### src/ptc_pkg.sv
// Purpose: Constants and types shared by the PWM timer counter core.
// Assumes: 16-bit register port; registers at their printed addresses.
// Notes:   Every address, field position, code and reset value used by the core is named here once.
package ptc_pkg;

	// ------------------------------------------------------------
	// Register addresses
	// ------------------------------------------------------------
	localparam logic [15:0] ADDR_TIMER_COUNTER_CONTROL = 16'h5400;
	localparam logic [15:0] ADDR_TIMER_COUNT_VALUE     = 16'h5402;
	localparam logic [15:0] ADDR_TIMER_CLOCK_CONTROL   = 16'h5068;

	// ------------------------------------------------------------
	// Clock control field positions
	// ------------------------------------------------------------
	localparam int CLK_RATIO_LSB   = 4;
	localparam int CLK_SOURCE_LSB  = 2;
	localparam int CLK_MULTI_BIT   = 1;
	localparam int CLK_GATE_BIT    = 0;

	// ------------------------------------------------------------
	// Counter control field positions
	// ------------------------------------------------------------
	localparam int CTL_HALF_BIT    = 6;
	localparam int CTL_CSEL_LSB    = 4;
	localparam int CTL_BUF_BIT     = 3;
	localparam int CTL_MODE_BIT    = 2;
	localparam int CTL_RESET_BIT   = 1;
	localparam int CTL_RUN_BIT     = 0;

	// ------------------------------------------------------------
	// Codes and reset values
	// ------------------------------------------------------------
	localparam logic [3:0]  RATIO_LAST_CODE    = 4'he;
	localparam logic [3:0]  RATIO_LAST_LOW_OSC = 4'h8;
	localparam logic [1:0]  SRC_INTERNAL_OSC   = 2'h0;
	localparam logic [1:0]  SRC_LOW_SPEED_OSC  = 2'h1;
	localparam logic [1:0]  SRC_HIGH_SPEED_OSC = 2'h2;
	localparam logic [1:0]  SRC_EXTERNAL       = 2'h3;
	localparam logic [15:0] COUNT_RESET_VALUE  = 16'h0000;
	localparam logic [15:0] COUNT_LAST_VALUE   = 16'hffff;
	localparam logic [13:0] PRESCALE_RESET     = 14'h0000;

	// ------------------------------------------------------------
	// Software visible settings
	// ------------------------------------------------------------
	typedef struct packed {
		logic [3:0] prescale_ratio_sel;
		logic [1:0] count_source_sel;
		logic       multi_compare_mode;
		logic       count_clock_gate;
		logic       half_rate_mode;
		logic [1:0] compare_counter_sel;
		logic       compare_buffer_on;
		logic       oneshot_repeat_sel;
		logic       counter_run;
	} ptc_regs_t;

	// ------------------------------------------------------------
	// Whole core state
	// ------------------------------------------------------------
	typedef struct packed {
		ptc_regs_t   regs;
		logic [3:0]  sync_a;      // First synchroniser stage per source
		logic [3:0]  sync_b;      // Second synchroniser stage per source
		logic [3:0]  sync_prev;   // Previous level, for edge detection
		logic [13:0] prescale;
		logic        half_phase;
		logic        reset_busy;
		logic [15:0] count_value;
		logic        count_tick;
		logic [15:0] rdata;
	} ptc_state_t;

endpackage : ptc_pkg

### src/ptc_core.sv
// Purpose: Counter core of one PWM timer channel with prescaler and registers.
// Assumes: Source clocks arrive asynchronously and are far slower than clock.
// Notes:   Compare, capture, waveform outputs and interrupts live elsewhere.
//
// Summary of operation
// RL1: The selected source is divided by 1/1 up to 1/16384 by a 4-bit code, 0xf is reserved, and the slow oscillator stops at 1/256.
// RL2: A 2-bit source field picks internal oscillator (0x0), the two other oscillators, or the external clock (0x3).
// RL3: On channel 0 only, clock control bit D1 selects multi-compare mode, elsewhere it reads zero.
// RL4: The divided clock reaches the counter only while the count clock gate bit is 1, which resets to 0.
// RL5: On the supporting variant bit D6 of the counter control enables half rate mode, else it is reserved.
// RL6: A 2-bit field selects which counter channel 0 to 3 the compare and capture circuits use.
// RL7: The compare buffer enable bit chooses buffered or direct compare values and resets to 0.
// RL8: The count mode bit selects one-shot when 1 and repeat when 0, repeat after reset.
// RL9: Writing 1 to counter reset clears the counter, writing 0 does nothing, and one variant reads it as 0.
// RL10: On the other variant the counter reset bit reads 1 while the reset is in progress.
// RL11: The counter counts while run is 1 and holds while 0, the bit being read-write and reset to 0.
// RL12: The 16-bit count is readable, read-only, resets to zero and ignores writes.
// RL13: Running with the clock gated on, the counter advances once per tick, one-shot stops after a full period.
`timescale 1ns/10ps
module ptc_core #(
	parameter int CHANNEL      = 0,  // Channel number of this instance
	parameter bit HALF_VARIANT = 1'b0 // Half rate mode and reset status present
) (
	// Clock and reset
	input  wire logic        clock,
	input  wire logic        rst,
	// Register port
	input  wire logic [15:0] addr,
	input  wire logic [15:0] wdata,
	input  wire logic        wr,
	input  wire logic        rd,
	output logic      [15:0] rdata,
	// Source clocks, asynchronous
	input  wire logic        internal_osc,
	input  wire logic        low_speed_osc,
	input  wire logic        high_speed_osc,
	input  wire logic        external_clk,
	// Towards compare and capture logic
	output logic      [15:0] count_value,
	output logic             count_tick,
	output logic      [1:0]  compare_counter_sel,
	output logic             compare_buffer_on,
	output logic             multi_compare_mode,
	output logic             half_rate_mode,
	output logic             counter_running
);

	// ------------------------------------------------------------
	// State
	// ------------------------------------------------------------
	ptc_pkg::ptc_state_t state_q;
	ptc_pkg::ptc_state_t state_d;

	// Combinational helpers
	logic [3:0]  src_rise;
	logic        sel_rise;
	logic        ratio_ok;
	logic [13:0] ratio_mask;
	logic        div_tick;
	logic        adv_tick;
	logic        wr_clk;
	logic        wr_ctl;
	logic [15:0] clk_view;
	logic [15:0] ctl_view;

	// ------------------------------------------------------------
	// Register read views
	// ------------------------------------------------------------
	always_comb begin
		clk_view = 16'h0000;
		clk_view[ptc_pkg::CLK_RATIO_LSB +: 4]  = state_q.regs.prescale_ratio_sel;
		clk_view[ptc_pkg::CLK_SOURCE_LSB +: 2] = state_q.regs.count_source_sel;
		clk_view[ptc_pkg::CLK_MULTI_BIT]       = state_q.regs.multi_compare_mode; // RL3
		clk_view[ptc_pkg::CLK_GATE_BIT]        = state_q.regs.count_clock_gate;
		ctl_view = 16'h0000;
		ctl_view[ptc_pkg::CTL_HALF_BIT]        = state_q.regs.half_rate_mode;
		ctl_view[ptc_pkg::CTL_CSEL_LSB +: 2]   = state_q.regs.compare_counter_sel;
		ctl_view[ptc_pkg::CTL_BUF_BIT]         = state_q.regs.compare_buffer_on;
		ctl_view[ptc_pkg::CTL_MODE_BIT]        = state_q.regs.oneshot_repeat_sel;
		// Status read only where the variant has it; else always zero
		ctl_view[ptc_pkg::CTL_RESET_BIT]       = HALF_VARIANT & state_q.reset_busy; // RL9 RL10
		ctl_view[ptc_pkg::CTL_RUN_BIT]         = state_q.regs.counter_run;
	end

	// ------------------------------------------------------------
	// Source select and prescaler
	// ------------------------------------------------------------
	always_comb begin
		// Edges come from the second stage only; the first is never looked at
		src_rise = state_q.sync_b & ~state_q.sync_prev;
		case (state_q.regs.count_source_sel)  // RL2
			ptc_pkg::SRC_INTERNAL_OSC:   sel_rise = src_rise[0];
			ptc_pkg::SRC_LOW_SPEED_OSC:  sel_rise = src_rise[1];
			ptc_pkg::SRC_HIGH_SPEED_OSC: sel_rise = src_rise[2];
			ptc_pkg::SRC_EXTERNAL:       sel_rise = src_rise[3];
			default:                     sel_rise = 1'b0;
		endcase
		// Reserved codes give no tick at all, so the counter simply holds
		if (state_q.regs.count_source_sel == ptc_pkg::SRC_LOW_SPEED_OSC) begin
			ratio_ok = state_q.regs.prescale_ratio_sel <= ptc_pkg::RATIO_LAST_LOW_OSC; // RL1
		end else begin
			ratio_ok = state_q.regs.prescale_ratio_sel <= ptc_pkg::RATIO_LAST_CODE; // RL1
		end
		ratio_mask = 14'(({14'h0000, 14'h0001} << state_q.regs.prescale_ratio_sel) - 28'h1);
		div_tick   = state_q.regs.count_clock_gate & ratio_ok & sel_rise // RL4
			& ((state_q.prescale & ratio_mask) == ratio_mask);          // RL1
		// Half rate mode passes every second divided tick
		adv_tick   = div_tick & (~state_q.regs.half_rate_mode | state_q.half_phase); // RL5
	end

	// ------------------------------------------------------------
	// Address decode
	// ------------------------------------------------------------
	assign wr_clk = wr & (addr == ptc_pkg::ADDR_TIMER_CLOCK_CONTROL);
	assign wr_ctl = wr & (addr == ptc_pkg::ADDR_TIMER_COUNTER_CONTROL);

	// ------------------------------------------------------------
	// Next state
	// ------------------------------------------------------------
	always_comb begin
		state_d = state_q;

		// Two-flop synchronisers, then the edge history
		state_d.sync_a    = {external_clk, high_speed_osc, low_speed_osc, internal_osc};
		state_d.sync_b    = state_q.sync_a;
		state_d.sync_prev = state_q.sync_b;

		// Prescaler only moves on source edges while the gate is open
		if (!state_q.regs.count_clock_gate) begin
			state_d.prescale   = ptc_pkg::PRESCALE_RESET; // RL4
			state_d.half_phase = 1'b0;
		end else if (sel_rise) begin
			state_d.prescale = 14'(state_q.prescale + 14'h0001); // RL1
		end
		if (div_tick) begin
			state_d.half_phase = ~state_q.half_phase;
		end

		// Clock control writes
		if (wr_clk) begin
			state_d.regs.prescale_ratio_sel = wdata[ptc_pkg::CLK_RATIO_LSB +: 4];  // RL1
			state_d.regs.count_source_sel   = wdata[ptc_pkg::CLK_SOURCE_LSB +: 2]; // RL2
			state_d.regs.multi_compare_mode =
				(CHANNEL == 0) & wdata[ptc_pkg::CLK_MULTI_BIT];               // RL3
			state_d.regs.count_clock_gate   = wdata[ptc_pkg::CLK_GATE_BIT];       // RL4
		end

		// Counter advance; one-shot stops at the end of a full period
		state_d.count_tick = 1'b0;
		if (state_q.regs.counter_run && adv_tick) begin                  // RL11
			state_d.count_value = 16'(state_q.count_value + 16'h0001);  // RL13
			state_d.count_tick  = 1'b1;
			if (state_q.regs.oneshot_repeat_sel
				&& state_q.count_value == ptc_pkg::COUNT_LAST_VALUE) begin
				state_d.regs.counter_run = 1'b0;                         // RL8 RL13
			end
		end

		// A pending reset clears the counter one cycle after the write
		if (state_q.reset_busy) begin
			state_d.count_value = ptc_pkg::COUNT_RESET_VALUE;           // RL9
			state_d.count_tick  = 1'b0; // An overridden advance shows no tick
			state_d.reset_busy  = 1'b0;                                 // RL10
		end

		// Counter control writes; a software run write beats the one-shot stop
		if (wr_ctl) begin
			state_d.regs.half_rate_mode =
				HALF_VARIANT & wdata[ptc_pkg::CTL_HALF_BIT];            // RL5
			state_d.regs.compare_counter_sel = wdata[ptc_pkg::CTL_CSEL_LSB +: 2]; // RL6
			state_d.regs.compare_buffer_on   = wdata[ptc_pkg::CTL_BUF_BIT];       // RL7
			state_d.regs.oneshot_repeat_sel  = wdata[ptc_pkg::CTL_MODE_BIT];      // RL8
			state_d.regs.counter_run         = wdata[ptc_pkg::CTL_RUN_BIT];       // RL11
			if (wdata[ptc_pkg::CTL_RESET_BIT]) begin
				state_d.reset_busy = 1'b1;                              // RL9 RL10
			end
		end

		// Read data stand only in the cycle after the strobe
		state_d.rdata = 16'h0000;
		if (rd) begin
			case (addr)
				ptc_pkg::ADDR_TIMER_CLOCK_CONTROL:   state_d.rdata = clk_view;
				ptc_pkg::ADDR_TIMER_COUNTER_CONTROL: state_d.rdata = ctl_view;
				ptc_pkg::ADDR_TIMER_COUNT_VALUE:     state_d.rdata = state_q.count_value; // RL12
				default:                             state_d.rdata = 16'h0000;
			endcase
		end
	end

	// ------------------------------------------------------------
	// State register
	// ------------------------------------------------------------
	always_ff @(posedge clock) begin
		if (rst) begin
			state_q <= '0; // All fields reset to zero, repeat mode, gate off
		end else begin
			state_q <= state_d;
		end
	end

	// ------------------------------------------------------------
	// Outputs, all from flip-flops
	// ------------------------------------------------------------
	assign rdata               = state_q.rdata;
	assign count_value         = state_q.count_value; // RL12
	assign count_tick          = state_q.count_tick;
	assign compare_counter_sel = state_q.regs.compare_counter_sel; // RL6
	assign compare_buffer_on   = state_q.regs.compare_buffer_on;   // RL7
	assign multi_compare_mode  = state_q.regs.multi_compare_mode;
	assign half_rate_mode      = state_q.regs.half_rate_mode;
	assign counter_running     = state_q.regs.counter_run;

endmodule : ptc_core

### config.mk
export PLATFORM = sky130hd
export DESIGN_NAME = ptc_core
export DESIGN_NICKNAME = d
export VERILOG_FILES = /design/src/ptc_pkg.sv /design/src/ptc_core.sv
export SDC_FILE = /design/constraint.sdc
export NUM_CORES = 1
export LEC_CHECK = 0
export ABC_AREA = 1
export BUFFER_PORTS_ARGS = -buffer_cell sky130_fd_sc_hd__buf_2
export CAP_MARGIN = 30
export CORE_MARGIN = 10
export CORE_UTILIZATION = 30
export CTS_BUF_LIST = sky130_fd_sc_hd__clkbuf_8
export DETAILED_ROUTE_END_ITERATION = 8
export SLEW_MARGIN = 20
export SYNTH_ARGS = -nofsm -noshare
export SYNTH_HDL_FRONTEND = slang
export SYNTH_SLANG_ARGS = --single-unit
### constraint.sdc
create_clock -name clock -period 3.95 [get_ports clock]
set_input_delay 0.395 -clock clock [delete_from_list [all_inputs] [get_ports clock]]
set_output_delay 0.395 -clock clock [all_outputs]
set_load 0.02 [all_outputs]
==> impl_results.md <==
- Status: completed
- Max IR drop VDD: 0.213 mV
- Tcrit/Tclk final: 68.1%
- Setup crit start kind: flop
- TritonCTS clock tree: built
- Layout net count: 604
- Root Driver: clkbuf_8
- Bufs and invs on worst path: 1
- CP max FO: 20
- Wirelength per Cell: 12.6 microns
- Largest cells by area after synthesis: dfxtp_1, nand2_1, inv_1, buf_4, nor2_1
- HP Class: in2reg
- Port Buffers: 69
- Final Critical Period: 2690 ps
- Top_reg_cell synth: dfxtp_1
- Hold Violations, Final: 0
- Grt total ovfl: 0
- Row count: 40
- Cell mode on critical path: nand2_1
- Synth warn: 0
- Register area share after synthesis: 39.3%
- Met2 Use GR: 18.8%
- Detail Route Antenna Nets: 0
- Pleak: 1.73 nW
- Arrival time at the worst endpoint: 2980 ps
- Unique masters post-synth: 36
- GRT busiest layer: met2
- Post-DP HPWL: 7.30 mm
- Setup repair after global routing missed its margin: false
- Commonest cells after routing, fill and taps aside: nand2_1, inv_1, dfxtp_1
- Die Ht: 131 microns
- CP Capture Type: flop
- Setup TNS: 0 ps
- CP peak stage delay: 470 ps
- Layout cells sized above 1: 18.7%
- Met1 Use GR: 12.1%
- CP Class: reg2reg
- I/O pins: 79
- Syn Nets: 569
- N_diodes: 0
- Area of the multi-input gates: 1600 sq um
- Hold buffer count at cts: 0
- Total number of vias: 3285
- Critical path required time: 4240 ps
- Die width: 131 microns
- Max Fclk: 0.372 GHz
- Routed wire length: 9.23 mm
- CTS Buf Count: 9
- FFs w/ async S/R, synth: 0%
- Most common cell after layout, fill and taps aside: nand2_1
- Postcts setup bufs: 0
- GRT Overall Usage: 10.6%
- Ratio of total power to cell area: 325 nW/um^2
- Worst-path clk slew: 80 ps
- Mapped Avg Cell Area: 7.07 sq um
- Total number of H-tree levels: 3
- Grt met3 use: 2.97%
- Number of synthesized flops with an enable pin: 0
- First-pass GRT wire length: 15.2 mm
- Skew-Pair Late Insertion Delay: 360 ps
- # setup viols final: 0
- Max Cap Viol: 0
- Filler instances: 1289
- Slowest CP cell: inv_1
- Initial Util: 30.8%
- Initial antenna violation count: 0
- Crit path cell chain: nor2_4 -> nand2_1 -> ha_1 -> or2_2 -> nand2_1 -> nor2_1 -> nand3_1 -> nor2_1 -> nand3_2 -> inv_1 -> nand2_1 -> a21oi_1
- Top-area cell type share of the netlist area: 39.3%
- Clock net sink count: 73
- Flops & latches, synth: 73
- CTS resizes: 0
- Max Clock Skew: 7.09 ps
- Vias per std cell: 4.48
- Slew @ Worst Pin: 834 ps
- Dominant cell type by area after synthesis: dfxtp_1
- Post-Syn Instances: 526
- CORE AREA: 12100 sq um
- Hold slack: 231 ps
- Vias in the first global route: 3199
- Initial drt markers: 204
- FF-to-FF setup slack: 1260 ps
- Rel. slew slack: 44.2%
- Clk buf depth: 2
- Sequential Area: 1460 sq um
- Crit path max-delay family: simple AND/OR/NAND/NOR gates
- Largest net degree at the start of global routing: 25
- Synth-to-Final Area Change: 11.0%
- Slew Limit Fails: 0
- DIE AREA: 17200 sq um
- GP Congestion: 0.850
- DRC: 0
- Drt first pass iters: 5
- Mapped cell area: 3720 sq um
## synth_stat cells, types with 4 or more instances
cell type / instances
a21oi_1: 36
nand4_1: 7
a211oi_1: 7
o22ai_1: 4
o21ai_0: 24
inv_1: 81
nor4_1: 5
xor2_1: 10
clkbuf_1: 4
nand2_1: 97
nor3_1: 18
buf_6: 4
nand3_1: 25
inv_2: 4
nor2_1: 62
dfxtp_1: 73
buf_4: 36
## path summary, 6_finish.rpt
path / depth (start not counted) / endpoint / start
setup reg to reg: 12 / count_value[2]$_SDFFE_PP0P_ / clk_view[7]$_SDFFE_PP0P_
hold / removal: 3 / state_d[54]$_SDFF_PP0_ / low_speed_osc
setup / recovery: 12 / count_value[2]$_SDFFE_PP0P_ / clk_view[7]$_SDFFE_PP0P_
hold reg to reg: 2 / state_d[49]$_SDFF_PP0_ / state_d[53]$_SDFF_PP0_
## metal layers
layer	routed length, microns	up-vias
li1	-	1703
met1	4100	1500
met2	4590	70
met3	417	12
met4	125	0
met5	0	-
## cell families (layout without fill, tap and decap cells)
logic type | Yosys count | after routing | synth area share (%)
flip-flops | 73 | 73 | 39.3
other | 1 | 1 | 0.101
adder cells (fa/ha/maj) | 3 | 3 | 1.01
buffers and inverters | 130 | 170 | 17.6
AND/OR/NAND/NOR | 232 | 232 | 28.1
AO/OA/AOI/OAI | 77 | 77 | 11.5
XOR/XNOR | 10 | 10 | 2.36
## cell type report
cell class / count / area share [%]
Clock inverter: 6 / 1.21
Inverter: 85 / 7.73
Timing Repair Buffer: 69 / 8.37
Clock buffer: 10 / 3.34
Sequential cell: 73 / 35.4
Multi-Input combinational cell: 323 / 38.8
Tap cell: 168 / 5.10
## worst register-to-register path, stage by stage (launching register included)
cell,delay (ps)
dfxtp_1,440
nor2_4,200
nand2_1,90
ha_1,280
or2_2,90
nand2_1,40
nor2_1,80
nand3_1,100
nor2_1,150
nand3_2,410
inv_1,480
nand2_1,100
a21oi_1,140
## registers in the layout (all words and copies together), names as in the netlist
name and flops:
compare_buffer_on 1, ctl_view 1, state_d 8, compare_counter_sel 2
count_tick 1, state_q 19, count_value 16, rdata 16
clk_view 7, counter_running 1, multi_compare_mode 1
## power breakdown
part | switching [mW] | internal [mW]
Sequential | 0.00137 | 0.740
Combinational | 0.0284 | 0.0171
Clock | 0.303 | 0.251
## stage by stage
step	setup WS, ps	cells	instance area [sq um]	util [%]	power (mW)
5_1_grt	956	734	4130	34.2	1.39
2_1_floorplan	2040	526	3720	-	0.781
3_5_place_dp	1300	718	3940	32.6	0.804
4_1_cts	1270	734	4130	34.2	1.36
6_report	1260	734	4130	34.2	1.34
3_3_place_gp	1370	718	3940	32.6	0.803
No activity file was read; power rests on OpenSTA's default activity.
